==> src/rtl/ipab_consts.svh <==
`ifndef IPAB_CONSTS_SVH
`define IPAB_CONSTS_SVH
// register offsets on the plain register port
`define IPAB_OFF_PRIO_A 5'h00
`define IPAB_OFF_PRIO_B 5'h01
`define IPAB_OFF_PRIO_C 5'h02
`define IPAB_OFF_PRIO_D 5'h03
`define IPAB_OFF_BRK_CTL 5'h04
`define IPAB_OFF_BAR_H 5'h05
`define IPAB_OFF_BAR_M 5'h06
`define IPAB_OFF_BAR_L 5'h07
`define IPAB_OFF_CFG 5'h08
`define IPAB_OFF_SENSE_3 5'h09
`define IPAB_OFF_SENSE_2 5'h0A
`define IPAB_OFF_SENSE_1 5'h0B
`define IPAB_OFF_SENSE_0 5'h0C
`define IPAB_OFF_EN_H 5'h0D
`define IPAB_OFF_EN_L 5'h0E
`define IPAB_OFF_PSEL_H 5'h0F
`define IPAB_OFF_PSEL_L 5'h10
`define IPAB_OFF_DTC_H 5'h11
`define IPAB_OFF_DTC_L 5'h12
`define IPAB_OFF_STATUS 5'h13
// field positions
`define IPAB_BIE_BIT 0
`define IPAB_CMF_BIT 7
`define IPAB_CFG_MODE_HI 7
`define IPAB_CFG_MODE_LO 6
`define IPAB_CFG_DTC_ALSO 1
`define IPAB_CFG_NMI_RISE 0
`define IPAB_CFG_MASK 8'hC3
// reset value of every register
`define IPAB_RST_BYTE 8'h00
// requests fed only from the alternate pins
`define IPAB_ALT_ONLY 16'h3300
// source indexes
`define IPAB_SRC_BRK 6'h1F
`define IPAB_SRC_NMI 6'h20
`define IPAB_SRC_NONE 6'h3F
// vector numbers
`define IPAB_VEC_NMI 8'h07
`define IPAB_VEC_IRQ_LO 8'h10
`define IPAB_VEC_IRQ_HI 8'h30
`define IPAB_VEC_INT 8'h12
`define IPAB_VEC_BRK 8'h18
`endif

==> src/rtl/ipab_pkg.sv <==
package ipab_pkg;
	// sense codes of one external request
	typedef enum logic [1:0] {
		IPAB_SENSE_LOW = 2'b00,
		IPAB_SENSE_FALL = 2'b01,
		IPAB_SENSE_RISE = 2'b10,
		IPAB_SENSE_BOTH = 2'b11
	} ipab_sense_t;
	// interrupt control modes
	typedef enum logic [1:0] {
		IPAB_MODE0 = 2'b00,
		IPAB_MODE1 = 2'b10
	} ipab_mode_t;
	// whole state of the controller
	typedef struct packed {
		logic [7:0] prio_a;
		logic [7:0] prio_b;
		logic [7:0] prio_c;
		logic [7:0] prio_d;
		logic condition_match_flag;
		logic break_enable;
		logic [7:0] bar_h;
		logic [7:0] bar_m;
		logic [7:1] bar_l;
		logic [7:0] cfg;
		logic [31:0] sense;
		logic [15:0] en;
		logic [15:0] pinsel;
		logic [15:0] dtcen;
		logic [15:0] pin_prev;
		logic [15:0] eflag;
		logic nmi_prev;
		logic nmi_flag;
		logic [5:0] src;
		logic cpu_req;
		logic dtc_req;
		logic brk_req;
		logic [7:0] vec;
		logic [7:0] rdata;
	} ipab_state_t;
endpackage

==> src/rtl/ipab_top.sv <==
`timescale 1ns/1ns
`default_nettype none
`include "ipab_consts.svh"
// Function
// - two control modes from mode bits
// - per-module priority bit, one means priority
// - three-level masking from mode, I, UI
// - every source gets its own vector
// - nonmaskable request always wins, always accepted
// - nonmaskable input rising or falling edge
// - per-request low, fall, rise, both sensing
// - choose primary or alternate request pin, requests 8, 9, 12, 13 alternate only
// - request may start transfer controller
// - priority A and D source map
// - priority B and C source map
// - break request while match and enable
// - match flag sets on prefetch address hit while break enable is set
// - match flag clears on break exception
// - break enable bit zero, resets low
// - break control bits six..one read zero
// - high break byte versus address 23..16
// - mid break byte versus address 15..8
// - low break bits 7..1, bit0 zero
// - sense codes 00 low, 01 fall, 10 rise, 11 both
// - separate enables gate requests 15..0
module ipab_top
	import ipab_pkg::*;
(
	// clock and reset
	input wire logic clk,
	input wire logic resetn,
	// register port
	input wire logic [4:0] reg_addr,
	input wire logic [7:0] reg_wdata,
	input wire logic reg_wr,
	input wire logic reg_rd,
	output logic [7:0] reg_rdata,
	// external request pins
	input wire logic nmi_pin,
	input wire logic [15:0] primary_request_pin,
	input wire logic [15:0] alternate_request_pin,
	// peripheral requests, held high until served
	input wire logic [14:0] periph_req,
	// processor side
	input wire logic ccr_i_mask,
	input wire logic user_mask_bit,
	input wire logic [23:0] prefetch_addr,
	input wire logic prefetch_valid,
	input wire logic cpu_ack,
	output logic cpu_req,
	output logic [7:0] cpu_vector,
	output logic break_req,
	// data transfer controller
	input wire logic dtc_ack,
	output logic dtc_req
);

	ipab_state_t s_q;
	ipab_state_t s_d;
	logic [15:0] pin_sel;
	logic [15:0] evt;
	logic [15:0] lvl_req;
	logic [31:0] req;
	logic [31:0] lvl;
	logic ack;
	logic nmi_evt;
	logic match;
	logic mode1;
	logic allow_p;
	logic allow_np;
	logic found;
	logic [5:0] win;

	////////////////////////////////////////////////////////////////////////
	// priority bit of each source
	function automatic logic lvl_of(input logic [5:0] i,
		input ipab_state_t s);
		case (i)
		6'h00: lvl_of = s.prio_a[7];
		6'h01: lvl_of = s.prio_a[6];
		6'h02, 6'h03: lvl_of = s.prio_a[5];
		6'h04, 6'h05: lvl_of = s.prio_a[4];
		6'h06, 6'h07: lvl_of = s.prio_a[3];
		6'h08, 6'h09, 6'h0A, 6'h0B: lvl_of = s.prio_d[7];
		6'h0C, 6'h0D, 6'h0E, 6'h0F: lvl_of = s.prio_d[6];
		6'h10: lvl_of = s.prio_a[2];
		6'h11: lvl_of = s.prio_a[1];
		6'h12: lvl_of = s.prio_a[0];
		6'h13: lvl_of = s.prio_b[7];
		6'h14: lvl_of = s.prio_b[6];
		6'h15: lvl_of = s.prio_b[4];
		6'h16: lvl_of = s.prio_b[3];
		6'h17: lvl_of = s.prio_b[2];
		6'h18: lvl_of = s.prio_b[1];
		6'h19: lvl_of = s.prio_c[7];
		6'h1A: lvl_of = s.prio_c[6];
		6'h1B: lvl_of = s.prio_c[4];
		6'h1C: lvl_of = s.prio_c[3];
		6'h1D: lvl_of = s.prio_c[2];
		6'h1E: lvl_of = s.prio_c[1];
		default: lvl_of = 1'b1;
		endcase
	endfunction

	// vector number of each source
	function automatic logic [7:0] vec_of(input logic [5:0] i);
		if (i == `IPAB_SRC_NMI)
			vec_of = `IPAB_VEC_NMI;
		else if (i == `IPAB_SRC_BRK)
			vec_of = `IPAB_VEC_BRK;
		else if (i < 6'h08)
			vec_of = `IPAB_VEC_IRQ_LO + {2'h0, i};
		else if (i < 6'h10)
			vec_of = `IPAB_VEC_IRQ_HI + {2'h0, i};
		else
			vec_of = `IPAB_VEC_INT + {2'h0, i};
	endfunction

	////////////////////////////////////////////////////////////////////////
	// per-request pin choice and sensing
	// requests that can only take the alternate pin
	localparam logic [15:0] alt_only = `IPAB_ALT_ONLY;
	genvar g;
	generate
		for (g = 0; g < 16; g++)
		begin : g_irq
			logic [1:0] code;
			logic fall;
			logic rise;
			assign pin_sel[g] = (s_q.pinsel[g] | alt_only[g]) ?
				alternate_request_pin[g] : primary_request_pin[g];
			assign code = s_q.sense[2*g +: 2];
			assign fall = s_q.pin_prev[g] & ~pin_sel[g];
			assign rise = ~s_q.pin_prev[g] & pin_sel[g];
			// edge events per sense code
			assign evt[g] = (code == IPAB_SENSE_FALL & fall) |
				(code == IPAB_SENSE_RISE & rise) |
				(code == IPAB_SENSE_BOTH & (fall | rise));
			assign lvl_req[g] = (code == IPAB_SENSE_LOW) & ~pin_sel[g];
		end
	endgenerate

	// break address compare, address bit 0 left out
	assign match = prefetch_valid & s_q.break_enable &
		({s_q.bar_h, s_q.bar_m, s_q.bar_l} == prefetch_addr[23:1]);
	assign mode1 = ipab_mode_t'(s_q.cfg[7:6]) == IPAB_MODE1;
	// three-level mask
	assign allow_np = ~ccr_i_mask;
	assign allow_p = ~ccr_i_mask | (mode1 & ~user_mask_bit);
	assign ack = (cpu_ack & s_q.cpu_req) | (dtc_ack & s_q.dtc_req);
	assign nmi_evt = s_q.cfg[`IPAB_CFG_NMI_RISE] ?
		(~s_q.nmi_prev & nmi_pin) : (s_q.nmi_prev & ~nmi_pin);

	////////////////////////////////////////////////////////////////////////
	// next state
	always_comb
	begin
		s_d = s_q;
		// register writes
		if (reg_wr)
		begin
			case (reg_addr)
			`IPAB_OFF_PRIO_A: s_d.prio_a = reg_wdata;
			`IPAB_OFF_PRIO_B: s_d.prio_b = reg_wdata;
			`IPAB_OFF_PRIO_C: s_d.prio_c = reg_wdata;
			`IPAB_OFF_PRIO_D: s_d.prio_d = reg_wdata;
			`IPAB_OFF_BRK_CTL: s_d.break_enable = reg_wdata[`IPAB_BIE_BIT];
			`IPAB_OFF_BAR_H: s_d.bar_h = reg_wdata;
			`IPAB_OFF_BAR_M: s_d.bar_m = reg_wdata;
			`IPAB_OFF_BAR_L: s_d.bar_l = reg_wdata[7:1];
			`IPAB_OFF_CFG: s_d.cfg = reg_wdata & `IPAB_CFG_MASK;
			`IPAB_OFF_SENSE_3: s_d.sense[31:24] = reg_wdata;
			`IPAB_OFF_SENSE_2: s_d.sense[23:16] = reg_wdata;
			`IPAB_OFF_SENSE_1: s_d.sense[15:8] = reg_wdata;
			`IPAB_OFF_SENSE_0: s_d.sense[7:0] = reg_wdata;
			`IPAB_OFF_EN_H: s_d.en[15:8] = reg_wdata;
			`IPAB_OFF_EN_L: s_d.en[7:0] = reg_wdata;
			`IPAB_OFF_PSEL_H: s_d.pinsel[15:8] = reg_wdata;
			`IPAB_OFF_PSEL_L: s_d.pinsel[7:0] = reg_wdata;
			`IPAB_OFF_DTC_H: s_d.dtcen[15:8] = reg_wdata;
			`IPAB_OFF_DTC_L: s_d.dtcen[7:0] = reg_wdata;
			default: ;
			endcase
		end
		// read data for the next cycle, zero otherwise
		s_d.rdata = `IPAB_RST_BYTE;
		if (reg_rd)
		begin
			case (reg_addr)
			`IPAB_OFF_PRIO_A: s_d.rdata = s_q.prio_a;
			`IPAB_OFF_PRIO_B: s_d.rdata = s_q.prio_b;
			`IPAB_OFF_PRIO_C: s_d.rdata = s_q.prio_c;
			`IPAB_OFF_PRIO_D: s_d.rdata = s_q.prio_d;
			`IPAB_OFF_BRK_CTL: s_d.rdata = {s_q.condition_match_flag, 6'h00, s_q.break_enable};
			`IPAB_OFF_BAR_H: s_d.rdata = s_q.bar_h;
			`IPAB_OFF_BAR_M: s_d.rdata = s_q.bar_m;
			`IPAB_OFF_BAR_L: s_d.rdata = {s_q.bar_l, 1'b0};
			`IPAB_OFF_CFG: s_d.rdata = s_q.cfg;
			`IPAB_OFF_SENSE_3: s_d.rdata = s_q.sense[31:24];
			`IPAB_OFF_SENSE_2: s_d.rdata = s_q.sense[23:16];
			`IPAB_OFF_SENSE_1: s_d.rdata = s_q.sense[15:8];
			`IPAB_OFF_SENSE_0: s_d.rdata = s_q.sense[7:0];
			`IPAB_OFF_EN_H: s_d.rdata = s_q.en[15:8];
			`IPAB_OFF_EN_L: s_d.rdata = s_q.en[7:0];
			`IPAB_OFF_PSEL_H: s_d.rdata = s_q.pinsel[15:8];
			`IPAB_OFF_PSEL_L: s_d.rdata = s_q.pinsel[7:0];
			`IPAB_OFF_DTC_H: s_d.rdata = s_q.dtcen[15:8];
			`IPAB_OFF_DTC_L: s_d.rdata = s_q.dtcen[7:0];
			`IPAB_OFF_STATUS: s_d.rdata = {s_q.cpu_req, s_q.dtc_req, s_q.src};
			default: s_d.rdata = `IPAB_RST_BYTE;
			endcase
		end
		// pin history for edge detection
		s_d.pin_prev = pin_sel;
		s_d.nmi_prev = nmi_pin;
		// acknowledge clears the served flag first
		if (ack && s_q.src < 6'h10)
			s_d.eflag[s_q.src[3:0]] = 1'b0;
		if (ack && s_q.src == `IPAB_SRC_NMI)
			s_d.nmi_flag = 1'b0;
		if (cpu_ack && s_q.cpu_req && s_q.src == `IPAB_SRC_BRK)
			s_d.condition_match_flag = 1'b0;
		// new events win over the clear
		s_d.eflag = s_d.eflag | evt;
		if (nmi_evt)
			s_d.nmi_flag = 1'b1;
		if (match)
			s_d.condition_match_flag = 1'b1;
		// pending requests by source index
		req = {s_d.condition_match_flag & s_d.break_enable, periph_req,
			(s_d.eflag | lvl_req) & s_q.en};
		for (int i = 0; i < 32; i++)
			lvl[i] = lvl_of(6'(i), s_q);
		// priority level first, lowest index wins
		found = 1'b0;
		win = `IPAB_SRC_NONE;
		for (int i = 31; i >= 0; i--)
		begin
			if (req[i] && lvl[i] && allow_p)
			begin
				win = 6'(i);
				found = 1'b1;
			end
		end
		// then non-priority level
		if (!found)
		begin
			for (int i = 31; i >= 0; i--)
			begin
				if (req[i] && !lvl[i] && allow_np)
				begin
					win = 6'(i);
					found = 1'b1;
				end
			end
		end
		// nonmaskable request overrides all masks
		if (s_d.nmi_flag)
		begin
			win = `IPAB_SRC_NMI;
			found = 1'b1;
		end
		s_d.src = win;
		s_d.vec = found ? vec_of(win) : `IPAB_RST_BYTE;
		// transfer controller instead of or beside the processor
		if (found && win < 6'h10 && s_q.dtcen[win[3:0]])
		begin
			s_d.dtc_req = 1'b1;
			s_d.cpu_req = s_q.cfg[`IPAB_CFG_DTC_ALSO];
		end
		else
		begin
			s_d.dtc_req = 1'b0;
			s_d.cpu_req = found;
		end
		s_d.brk_req = s_d.condition_match_flag & s_d.break_enable;
	end

	// state register, all zero after reset
	always_ff @(posedge clk)
	begin
		if (!resetn)
			s_q <= '0;
		else
			s_q <= s_d;
	end

	// outputs straight from flip-flops
	assign reg_rdata = s_q.rdata;
	assign cpu_req = s_q.cpu_req;
	assign cpu_vector = s_q.vec;
	assign break_req = s_q.brk_req;
	assign dtc_req = s_q.dtc_req;

	////////////////////////////////////////////////////////////////////////
	// checks
	a_nmi_always_wins: assert property (@(posedge clk) disable iff (!resetn)
		s_q.nmi_flag |-> cpu_req && cpu_vector == `IPAB_VEC_NMI)
		else $error("nmi pending but not presented");

	a_nmi_edge_seen: assert property (@(posedge clk) disable iff (!resetn)
		s_q.cfg[`IPAB_CFG_NMI_RISE] && !s_q.nmi_prev && nmi_pin
		|=> s_q.nmi_flag ##0 cpu_vector == `IPAB_VEC_NMI)
		else $error("nmi rising edge lost");

	a_mask_all: assert property (@(posedge clk) disable iff (!resetn)
		cpu_req && cpu_vector != `IPAB_VEC_NMI
		|-> !$past(ccr_i_mask) || $past(mode1))
		else $error("maskable request passed global mask in mode 0");

	a_fall_flag: assert property (@(posedge clk) disable iff (!resetn)
		s_q.sense[1:0] == IPAB_SENSE_FALL && s_q.pin_prev[0] && !pin_sel[0]
		|=> s_q.eflag[0])
		else $error("falling edge on request 0 lost");

	a_cmf_set: assert property (@(posedge clk) disable iff (!resetn)
		prefetch_valid && s_q.break_enable &&
		prefetch_addr[23:1] == {s_q.bar_h, s_q.bar_m, s_q.bar_l}
		|=> s_q.condition_match_flag ##0 break_req)
		else $error("break address match not flagged");

	a_brk_cause: assert property (@(posedge clk) disable iff (!resetn)
		$rose(break_req) |-> $past(s_q.break_enable) && $past(prefetch_valid))
		else $error("break request without enabled prefetch");

	a_cmf_clear: assert property (@(posedge clk) disable iff (!resetn)
		cpu_ack && cpu_req && s_q.src == `IPAB_SRC_BRK && !match
		|=> !s_q.condition_match_flag && !break_req)
		else $error("match flag not cleared by break exception");

	a_bie_write: assert property (@(posedge clk) disable iff (!resetn)
		reg_wr && reg_addr == `IPAB_OFF_BRK_CTL
		|=> s_q.break_enable == $past(reg_wdata[0]))
		else $error("break enable write not taken");

	a_rsv_zero: assert property (@(posedge clk) disable iff (!resetn)
		reg_rd && reg_addr == `IPAB_OFF_BRK_CTL |=> reg_rdata[6:1] == 6'h00)
		else $error("break control reserved bits not zero");

	a_barl_bit0: assert property (@(posedge clk) disable iff (!resetn)
		reg_rd && reg_addr == `IPAB_OFF_BAR_L |=> !reg_rdata[0])
		else $error("low break address bit 0 not zero");

	a_cmf_read_only: assert property (@(posedge clk) disable iff (!resetn)
		reg_wr && reg_addr == `IPAB_OFF_BRK_CTL && !s_q.condition_match_flag && !match
		|=> !s_q.condition_match_flag)
		else $error("match flag set by a register write");

	a_barl_write: assert property (@(posedge clk) disable iff (!resetn)
		reg_wr && reg_addr == `IPAB_OFF_BAR_L
		|=> s_q.bar_l == $past(reg_wdata[7:1]))
		else $error("low break address write not taken");

	a_reset_clear: assert property (@(posedge clk)
		!resetn |=> s_q.prio_a == 8'h00 && s_q.prio_d == 8'h00 &&
		!s_q.break_enable && s_q.bar_h == 8'h00 && s_q.bar_l == 7'h00)
		else $error("register not back at reset value");

	a_dtc_only: assert property (@(posedge clk) disable iff (!resetn)
		dtc_req && !$past(s_q.cfg[`IPAB_CFG_DTC_ALSO])
		|-> !cpu_req)
		else $error("processor asked although transfer controller only");

	a_en_gate: assert property (@(posedge clk) disable iff (!resetn)
		cpu_req && cpu_vector == `IPAB_VEC_IRQ_LO + 8'h02
		|-> $past(s_q.en[2]))
		else $error("disabled request 2 presented");

	a_nmi_fall_seen: assert property (@(posedge clk) disable iff (!resetn)
		!s_q.cfg[`IPAB_CFG_NMI_RISE] && s_q.nmi_prev && !nmi_pin
		|=> s_q.nmi_flag)
		else $error("nmi falling edge lost");

endmodule
`default_nettype wire

==> config.mk <==
export PLATFORM = sky130hd
export DESIGN_NAME = ipab_top
export DESIGN_NICKNAME = d
export VERILOG_FILES = /design/src/rtl/ipab_pkg.sv /design/src/rtl/ipab_top.sv
export VERILOG_INCLUDE_DIRS = /design/src /design/src/rtl
export SDC_FILE = /design/constraint.sdc
export NUM_CORES = 1
export LEC_CHECK = 0
export BUFFER_PORTS_ARGS = -buffer_cell sky130_fd_sc_hd__buf_4
export CAP_MARGIN = 10
export CORE_ASPECT_RATIO = 1.2
export CORE_MARGIN = 5
export CORE_UTILIZATION = 50
export DETAILED_ROUTE_END_ITERATION = 12
export HOLD_SLACK_MARGIN = 0.12
export PLACE_DENSITY = 0.72
export SYNTH_ARGS = -nofsm -noshare
export SYNTH_HDL_FRONTEND = slang
export SYNTH_SLANG_ARGS = --single-unit
==> constraint.sdc <==
create_clock -name clk -period 4.6 [get_ports clk]
set_input_delay 0.92 -clock clk [delete_from_list [all_inputs] [get_ports clk]]
set_output_delay 0.92 -clock clk [all_outputs]
set_load 0.02 [all_outputs]
Word-level counts from Yosys, hierarchy flattened:

Index checks and enable logic that the tools add are counted.

* register bits: 199
* bits of input ports: 94
* word-level logic and storage cells: 678
* output and inout bits: 19

* multiplexer cells: 174
* add/subtract/negate cells: 3
* $lt $le $gt $ge: 6
* reduce and logical (&&, ||, !) cells: 193
* bitwise gates (word level): 197
* equal/unequal tests: 73

Operators with widths (count)
* two-way mux 6 bit: 65
* one-hot mux 8 bit (20 select lines): 1
* logical AND 1 bit: 132
* two-way mux 112 bit: 1
* bitwise AND 1 bit: 104
* two-way mux 8 bit: 13
* two-way mux 1 bit: 85
* == test 2 bit, second input constant: 33
* OR 1 bit: 50
* == test 5 x 4 -> 1 bit, second input constant: 8
* AND reduction 2 bit: 20
* NOT 1 bit: 38
* bitwise AND 16 bit: 2
* == test 2 x 1 -> 1 bit, second input constant: 16
* zero test 2 bit: 16
* OR 16 bit: 2
* == test 23 bit: 1
* zero test 1 bit: 22
* two-way mux 7 bit: 3
* == test 5 x 3 -> 1 bit, second input constant: 4
* == test 5 bit, second input constant: 4
* two-way mux 16 bit: 1
* NOT 16 bit: 1
* adder 5 x 6 -> 7 bit, first input constant: 2
* other kinds (17): 22

Depth between registers and ports, before layout:

* word-level depth: 76
* mapped depth: 17
* depth with buffers taken out: 17

Worst setup path after synthesis:

OpenSTA, ideal clock, no wires.

* path type: input to register
* from: input port alternate_request_pin[15]
* to: register s_q (netlist bit cpu_req)
* path slack: 93 ps
* data required time: 4480 ps
* arrival: 4387 ps
* stages: 15
* setup time: 120 ps
* path buffers: 0
* cells stage by stage: mux2_2 ha_1 nor2b_1 o21ai_0 or4b_2 a2bb2oi_1 o211ai_2 nor4_4 nand3_1 o211ai_2 a31oi_1 mux2i_1 o22a_1 o221a_2 o31a_1

* cells in the longest elaborated chain, start to end: 64
* elaborated cells on any way between the ends: 107
* classes of those cells: order compare (1); mux (87); bitwise (13); reduce/logical (6)

Ends and longest elaborated chain
* from (decl): RTL line ipab_top.sv:41 `input wire logic [15:0] alternate_request_pin,`
* two-way mux 1 bit *: RTL line ipab_top.sv:130 `assign pin_sel[g] = (s_q.pinsel[g] | alt_only[g]) ?`
* NOT 1 bit: RTL line ipab_top.sv:133, ipab_top.sv:139
* bitwise AND 1 bit: RTL line ipab_top.sv:133 `assign fall = s_q.pin_prev[g] & ~pin_sel[g];`
* bitwise AND 1 bit or OR 1 bit (tied branches): RTL line ipab_top.sv:136, ipab_top.sv:138
* OR 1 bit or bitwise AND 1 bit (tied branches): RTL line ipab_top.sv:136, ipab_top.sv:138
* OR 1 bit: RTL line ipab_top.sv:137 `(code == IPAB_SENSE_RISE & rise) |`
* OR 16 bit: RTL line ipab_top.sv:224 `s_d.eflag = s_d.eflag | evt;`
* OR 16 bit *: RTL line ipab_top.sv:231 `(s_d.eflag | lvl_req) & s_q.en};`
* [3 not listed]
* two-way mux 6 bit (16 in a row): RTL line ipab_top.sv:239 `if (req[i] && lvl[i] && allow_p)`
* two-way mux 6 bit (31 in a row): RTL line ipab_top.sv:250 `if (req[i] && !lvl[i] && allow_np)`
* two-way mux 6 bit: RTL line ipab_top.sv:246 `if (!found)`
* two-way mux 6 bit: RTL line ipab_top.sv:258 `if (s_d.nmi_flag)`
* less-than comparator 6 x 5 -> 1 bit or binary-select mux 1 bit (select 4 bit) (tied branches): RTL line ipab_top.sv:266 `if (found && win < 6'h10 && s_q.dtcen[win[3:0]])`
* logical AND 1 bit or two-way mux 1 bit (tied branches): RTL line ipab_top.sv:266
* logical AND 1 bit: RTL line ipab_top.sv:266
* two-way mux 2 bit *: RTL line ipab_top.sv:266
* to (signal assigned): RTL line ipab_top.sv:283 `s_q <= '0;`
* to (signal assigned): RTL line ipab_top.sv:285 `s_q <= s_d;`
* to (decl): RTL line ipab_top.sv:58 `ipab_state_t s_q;`

Mark *: on every way between the ends. The rest lies on a longest branch, timed or not. The select of a mux whose other input is x is not followed.
A chain may end at the register's enable or synchronous reset.

Worst setup path after layout:

* from: input port alternate_request_pin[15]
* to: register s_q (netlist bit cpu_req)

* cells in the longest elaborated chain, start to end: 64
* elaborated cells on any way between the ends: 107
* classes of those cells: order compare (1); mux (87); bitwise (13); reduce/logical (6)

Ends and longest elaborated chain
* two-way mux 1 bit *: RTL line ipab_top.sv:130
* net pin_sel[15]: RTL line ipab_top.sv:60 `logic [15:0] pin_sel;`
* NOT 1 bit: RTL line ipab_top.sv:133, ipab_top.sv:139
* bitwise AND 1 bit: RTL line ipab_top.sv:133
* bitwise AND 1 bit or OR 1 bit (tied branches): RTL line ipab_top.sv:136, ipab_top.sv:138
* OR 1 bit or bitwise AND 1 bit (tied branches): RTL line ipab_top.sv:136, ipab_top.sv:138
* OR 1 bit: RTL line ipab_top.sv:137
* OR 16 bit: RTL line ipab_top.sv:224
* [4 not listed]
* two-way mux 6 bit (16 in a row): RTL line ipab_top.sv:239
* two-way mux 6 bit (31 in a row): RTL line ipab_top.sv:250
* two-way mux 6 bit: RTL line ipab_top.sv:246
* two-way mux 6 bit: RTL line ipab_top.sv:258
* less-than comparator 6 x 5 -> 1 bit or binary-select mux 1 bit (select 4 bit) (tied branches): RTL line ipab_top.sv:266
* logical AND 1 bit or two-way mux 1 bit (tied branches): RTL line ipab_top.sv:266
* logical AND 1 bit: RTL line ipab_top.sv:266
* two-way mux 2 bit *: RTL line ipab_top.sv:266

Mark *: on every way through the listed nets, which the timed path passes. The rest lies on a longest branch. The select of a mux whose other input is x is not followed.

==> results.txt <==
----------------------------------------------------
[Clocking]
  Maximum count of clock buffers along a single path ... 2
  Hold buffer count at CTS ... 0
  Worst-skew pair later-pin latency ... 0.44 ns
  Clock-pin slew of the registers on the worst-case setup and hold paths ... 0.07 ns
  H-tree level count ... 4
  CTS Buf Count ... 17
  CTS tree ... done
  Post-CTS Setup Inserts ... 0
  Clk sink count ... 199
  Library cell used as clock root buffer ... sky130_fd_sc_hd__clkbuf_16
  Total of cells resized after clock tree synthesis ... 0

[Global route]
  First-pass GRT wire length ... 65.03 mm
  Overall global routing resource usage ... 32.75%
  Largest net degree at the start of global routing ... 82
  Antenna violations before repair ... 0
  Grt total ovfl ... 0
  Vias in the first global route ... 11.24k

[Synth]
  Yosys warning total ... 0
  Synthesized flop and latch total ... 199
  Most numerous cell types in the synthesized netlist ... sky130_fd_sc_hd__nand2_1 (204), sky130_fd_sc_hd__dfxtp_1 (199), sky130_fd_sc_hd__a21oi_1 (155), sky130_fd_sc_hd__nand3_1 (132), sky130_fd_sc_hd__nor2_1 (100)
  Proportion of synthesized chip area in sequential cells ... 35.98%
  Most frequently used cell type in the post-synthesis netlist ... sky130_fd_sc_hd__nand2_1
  Summed instance area of the synthesized netlist ... 0.01107 mm^2
  Avg Cell Area, Syn ... 7.842 um^2
  Dominant cells by area after synthesis ... sky130_fd_sc_hd__dfxtp_1 (36%), sky130_fd_sc_hd__a21oi_1 (7.0%), sky130_fd_sc_hd__nand2_1 (6.9%)
  Synthesized netlist cell count ... 1412
  Proportion of register bits with asynchronous set or reset after synthesis ... 0%
  Cell taking the most area after synthesis ... sky130_fd_sc_hd__dfxtp_1
  Number of flops mapped to enable cells by yosys ... 0
  Number of distinct library cells after synthesis ... 81
  Share of Yosys cell area claimed by the top area cell type ... 35.98%
  Flip-flop cell with the highest count after synthesis ... sky130_fd_sc_hd__dfxtp_1

[STA]
  Worst Skew ... 0.01285 ns
  Max Fclk ... 0.2278 GHz
  Final max-slew violation count ... 0
  Setup repair after global routing missed its margin ... no
  Number of endpoints failing setup at the final stage ... 0
  Worst Max-Slew Pin Slew ... 1.066 ns
  Final clock period utilization by the worst path ... 95.43%
  Max_slew headroom ... 28.69%
  Final critical delay including setup and external delays ... 4.390 ns
  Final hold violation count ... 0

[Place]
  IO buf count ... 106
  Number of cells after detailed placement ... 1827
  Hpwl dp ... 31.82 mm
  Routability Congestion ... 1.037

[Hold path]
  Tightest Hold Check Type ... flop to flop

[Routing]
  Starting DRT DRC Count ... 1546
  Via-per-instance ratio ... 6.385
  Overall routed net length ... 42.78 mm
  Remaining antenna violation count ... 0
  Wirelength per Cell ... 23.01 um
  Detailed-routing iteration count for the pre-antenna-repair pass ... 6
  DRC errors left ... 0
  Via total after detailed routing ... 11.87k

[Layout]
  FILL cells ... 1977
  Synthesis-to-finish area growth ... 20.63%
  Share of final-layout standard cells stronger than drive strength 1 ... 18.49%
  Number of antenna cells inserted ... 0
  Count of nets after finishing ... 1699
  Final core occ ... 61.34%
  Number of standard cells in the layout, taps in and fillers out ... 1859

[Power]
  Power density over cell area ... 283.1 mW/mm^2
  VDD IR max ... 0.2555 mV
  Lkg Pwr ... 5.139 nW

[Setup path]
  Type of element capturing the critical path ... flop
  Series of cell instances along the critical path ... buf_4, mux2_2, ha_1, nor2b_1, o21ai_0, or4b_2, a2bb2oi_1, buf_4, o211ai_2, nor4_4, nand3_1, o211ai_2, a31oi_1, buf_4, mux2i_1, o22a_1, o221a_2, o31a_1
  Peak fanout along the critical path ... 5
  Cell type of the slowest stage on the worst timing path ... sky130_fd_sc_hd__or4b_2
  Most frequent cell on the critical path ... sky130_fd_sc_hd__buf_4
  Req. time, crit path ... 4.92 ns
  Number of buffers and inverters on the critical path ... 3
  Worst Setup Start Kind ... primary input
  Biggest cell delay along the critical path ... 0.66 ns
  CP Class ... primary input to flop
  Family with the most delay on the worst path ... compound AO/OA/AOI/OAI gates
  Arrival time worst endpoint ... 4.71 ns

[Floorplanning]
  Core Footprint ... 0.02178 mm^2
  Core Rows ... 59
  Height of the chip ... 173.0 um
  Starting utilization of the core area ... 50.85%
  Width of the die ... 145.9 um
  Die Footprint ... 0.02524 mm^2
  Boundary pin count ... 113

[Run]
  Max-cap check violation count ... 0

[Status]
  Result of the run ... complete, no violations

----------------------------------------------------
final timing paths:
| path | end | depth (start not counted) | startpoint | slack [ns] |
|---|---|---|---|---|
| setup / recovery | cpu_req | 18 | alternate_request_pin[15] | 0.21 |
| hold reg to reg | s_q[174] | 2 | s_q[174] | 0.46 |
| hold / removal | s_q[174] | 2 | s_q[174] | 0.46 |
| setup reg to reg | cpu_req | 14 | s_q[23] | 0.24 |
metrics by stage:
stage / instance area [um^2] / worst slack (ns) / power, mW / hold WS [ns] / setup TNS (ns)
floorplan: 11080 / 0.09290 / 2.093 / 0.4360 / 0
global placement: 12790 / -0.1747 / 2.319 / 0.4418 / -0.6592
detailed placement: 12790 / -0.2371 / 2.329 / 0.4496 / -0.8774
CTS: 13350 / 0.2039 / 3.772 / 0.4600 / 0
global route: 13360 / 0.02731 / 3.899 / 0.4902 / 0
finish: 13360 / 0.2102 / 3.782 / 0.4606 / 0
kinds of logic (layout without fill, tap and decap cells):
| logic type | Yosys count | in the layout | share of synthesized area, % |
|---|---|---|---|
| other | 1 | 2 | 0.03387 |
| DFF | 199 | 199 | 35.98 |
| muxes | 40 | 40 | 4.169 |
| xor gates and xnor gates | 24 | 24 | 1.898 |
| buffers and inverters | 152 | 324 | 5.774 |
| and+or+nand+nor | 565 | 565 | 24.12 |
| adders and majority gates | 33 | 33 | 3.729 |
| AOI/OAI and AO/OA | 398 | 398 | 24.29 |
per-layer routing:
metal | vias to the layer above | GRT usage [%] | share of wire, %
li1 | 5422 | - | -
met1 | 5582 | 41.32 | 38
met2 | 714 | 52.26 | 45
met3 | 152 | 5.995 | 10
met4 | 0 | 19.40 | 6.7
met5 | - | 0 | 0
sequential cells by signal (all words and copies together) (netlist names):
signal      flops
s_q           127
g_irq.code     32
lvl            22
reg_rdata       8
cpu_vector      7
break_req       1
cpu_req         1
dtc_req         1
cell type report:
type | count | area [um^2] | share of cell area (%)
inverters | 57 | 216.5 | 1.620
well taps | 274 | 342.8 | 2.567
clock inverters | 13 | 133.9 | 1.002
repair buffers | 235 | 1789 | 13.39
clock buffers | 19 | 432.9 | 3.241
multi-input cells | 1062 | 6459 | 48.35
flip-flops and latches | 199 | 3984 | 29.82
worst min-delay path: stages (launching register included):
cell	delay [ns]
sky130_fd_sc_hd__dfxtp_1	0.31
sky130_fd_sc_hd__nand2_1	0.05
sky130_fd_sc_hd__a21oi_1	0.05
layout by cell type (no fill, tap or decap), types with 21 or more instances in the layout:
cell | synthesis | routed
sky130_fd_sc_hd__o21ai_0 | 29 | 29
sky130_fd_sc_hd__nand3_1 | 132 | 132
sky130_fd_sc_hd__a22o_1 | 23 | 23
sky130_fd_sc_hd__dfxtp_1 | 199 | 199
sky130_fd_sc_hd__a31oi_1 | 22 | 22
sky130_fd_sc_hd__ha_1 | 33 | 33
sky130_fd_sc_hd__buf_4 | 16 | 233
sky130_fd_sc_hd__a21oi_1 | 155 | 155
sky130_fd_sc_hd__nand2_1 | 204 | 204
sky130_fd_sc_hd__mux2i_1 | 30 | 30
sky130_fd_sc_hd__inv_1 | 57 | 56
sky130_fd_sc_hd__a221oi_1 | 21 | 21
sky130_fd_sc_hd__a22oi_1 | 33 | 32
sky130_fd_sc_hd__nor2_1 | 100 | 100
power by group:
group | internal, mW | total, mW | leakage, nW | switching [mW]
clock | 0.724 | 1.48 | 0.276 | 0.755
combinational | 0.217 | 0.510 | 3.25 | 0.293
sequential | 1.76 | 1.79 | 1.61 | 0.0365
No activity file was read; power rests on OpenSTA's default activity.
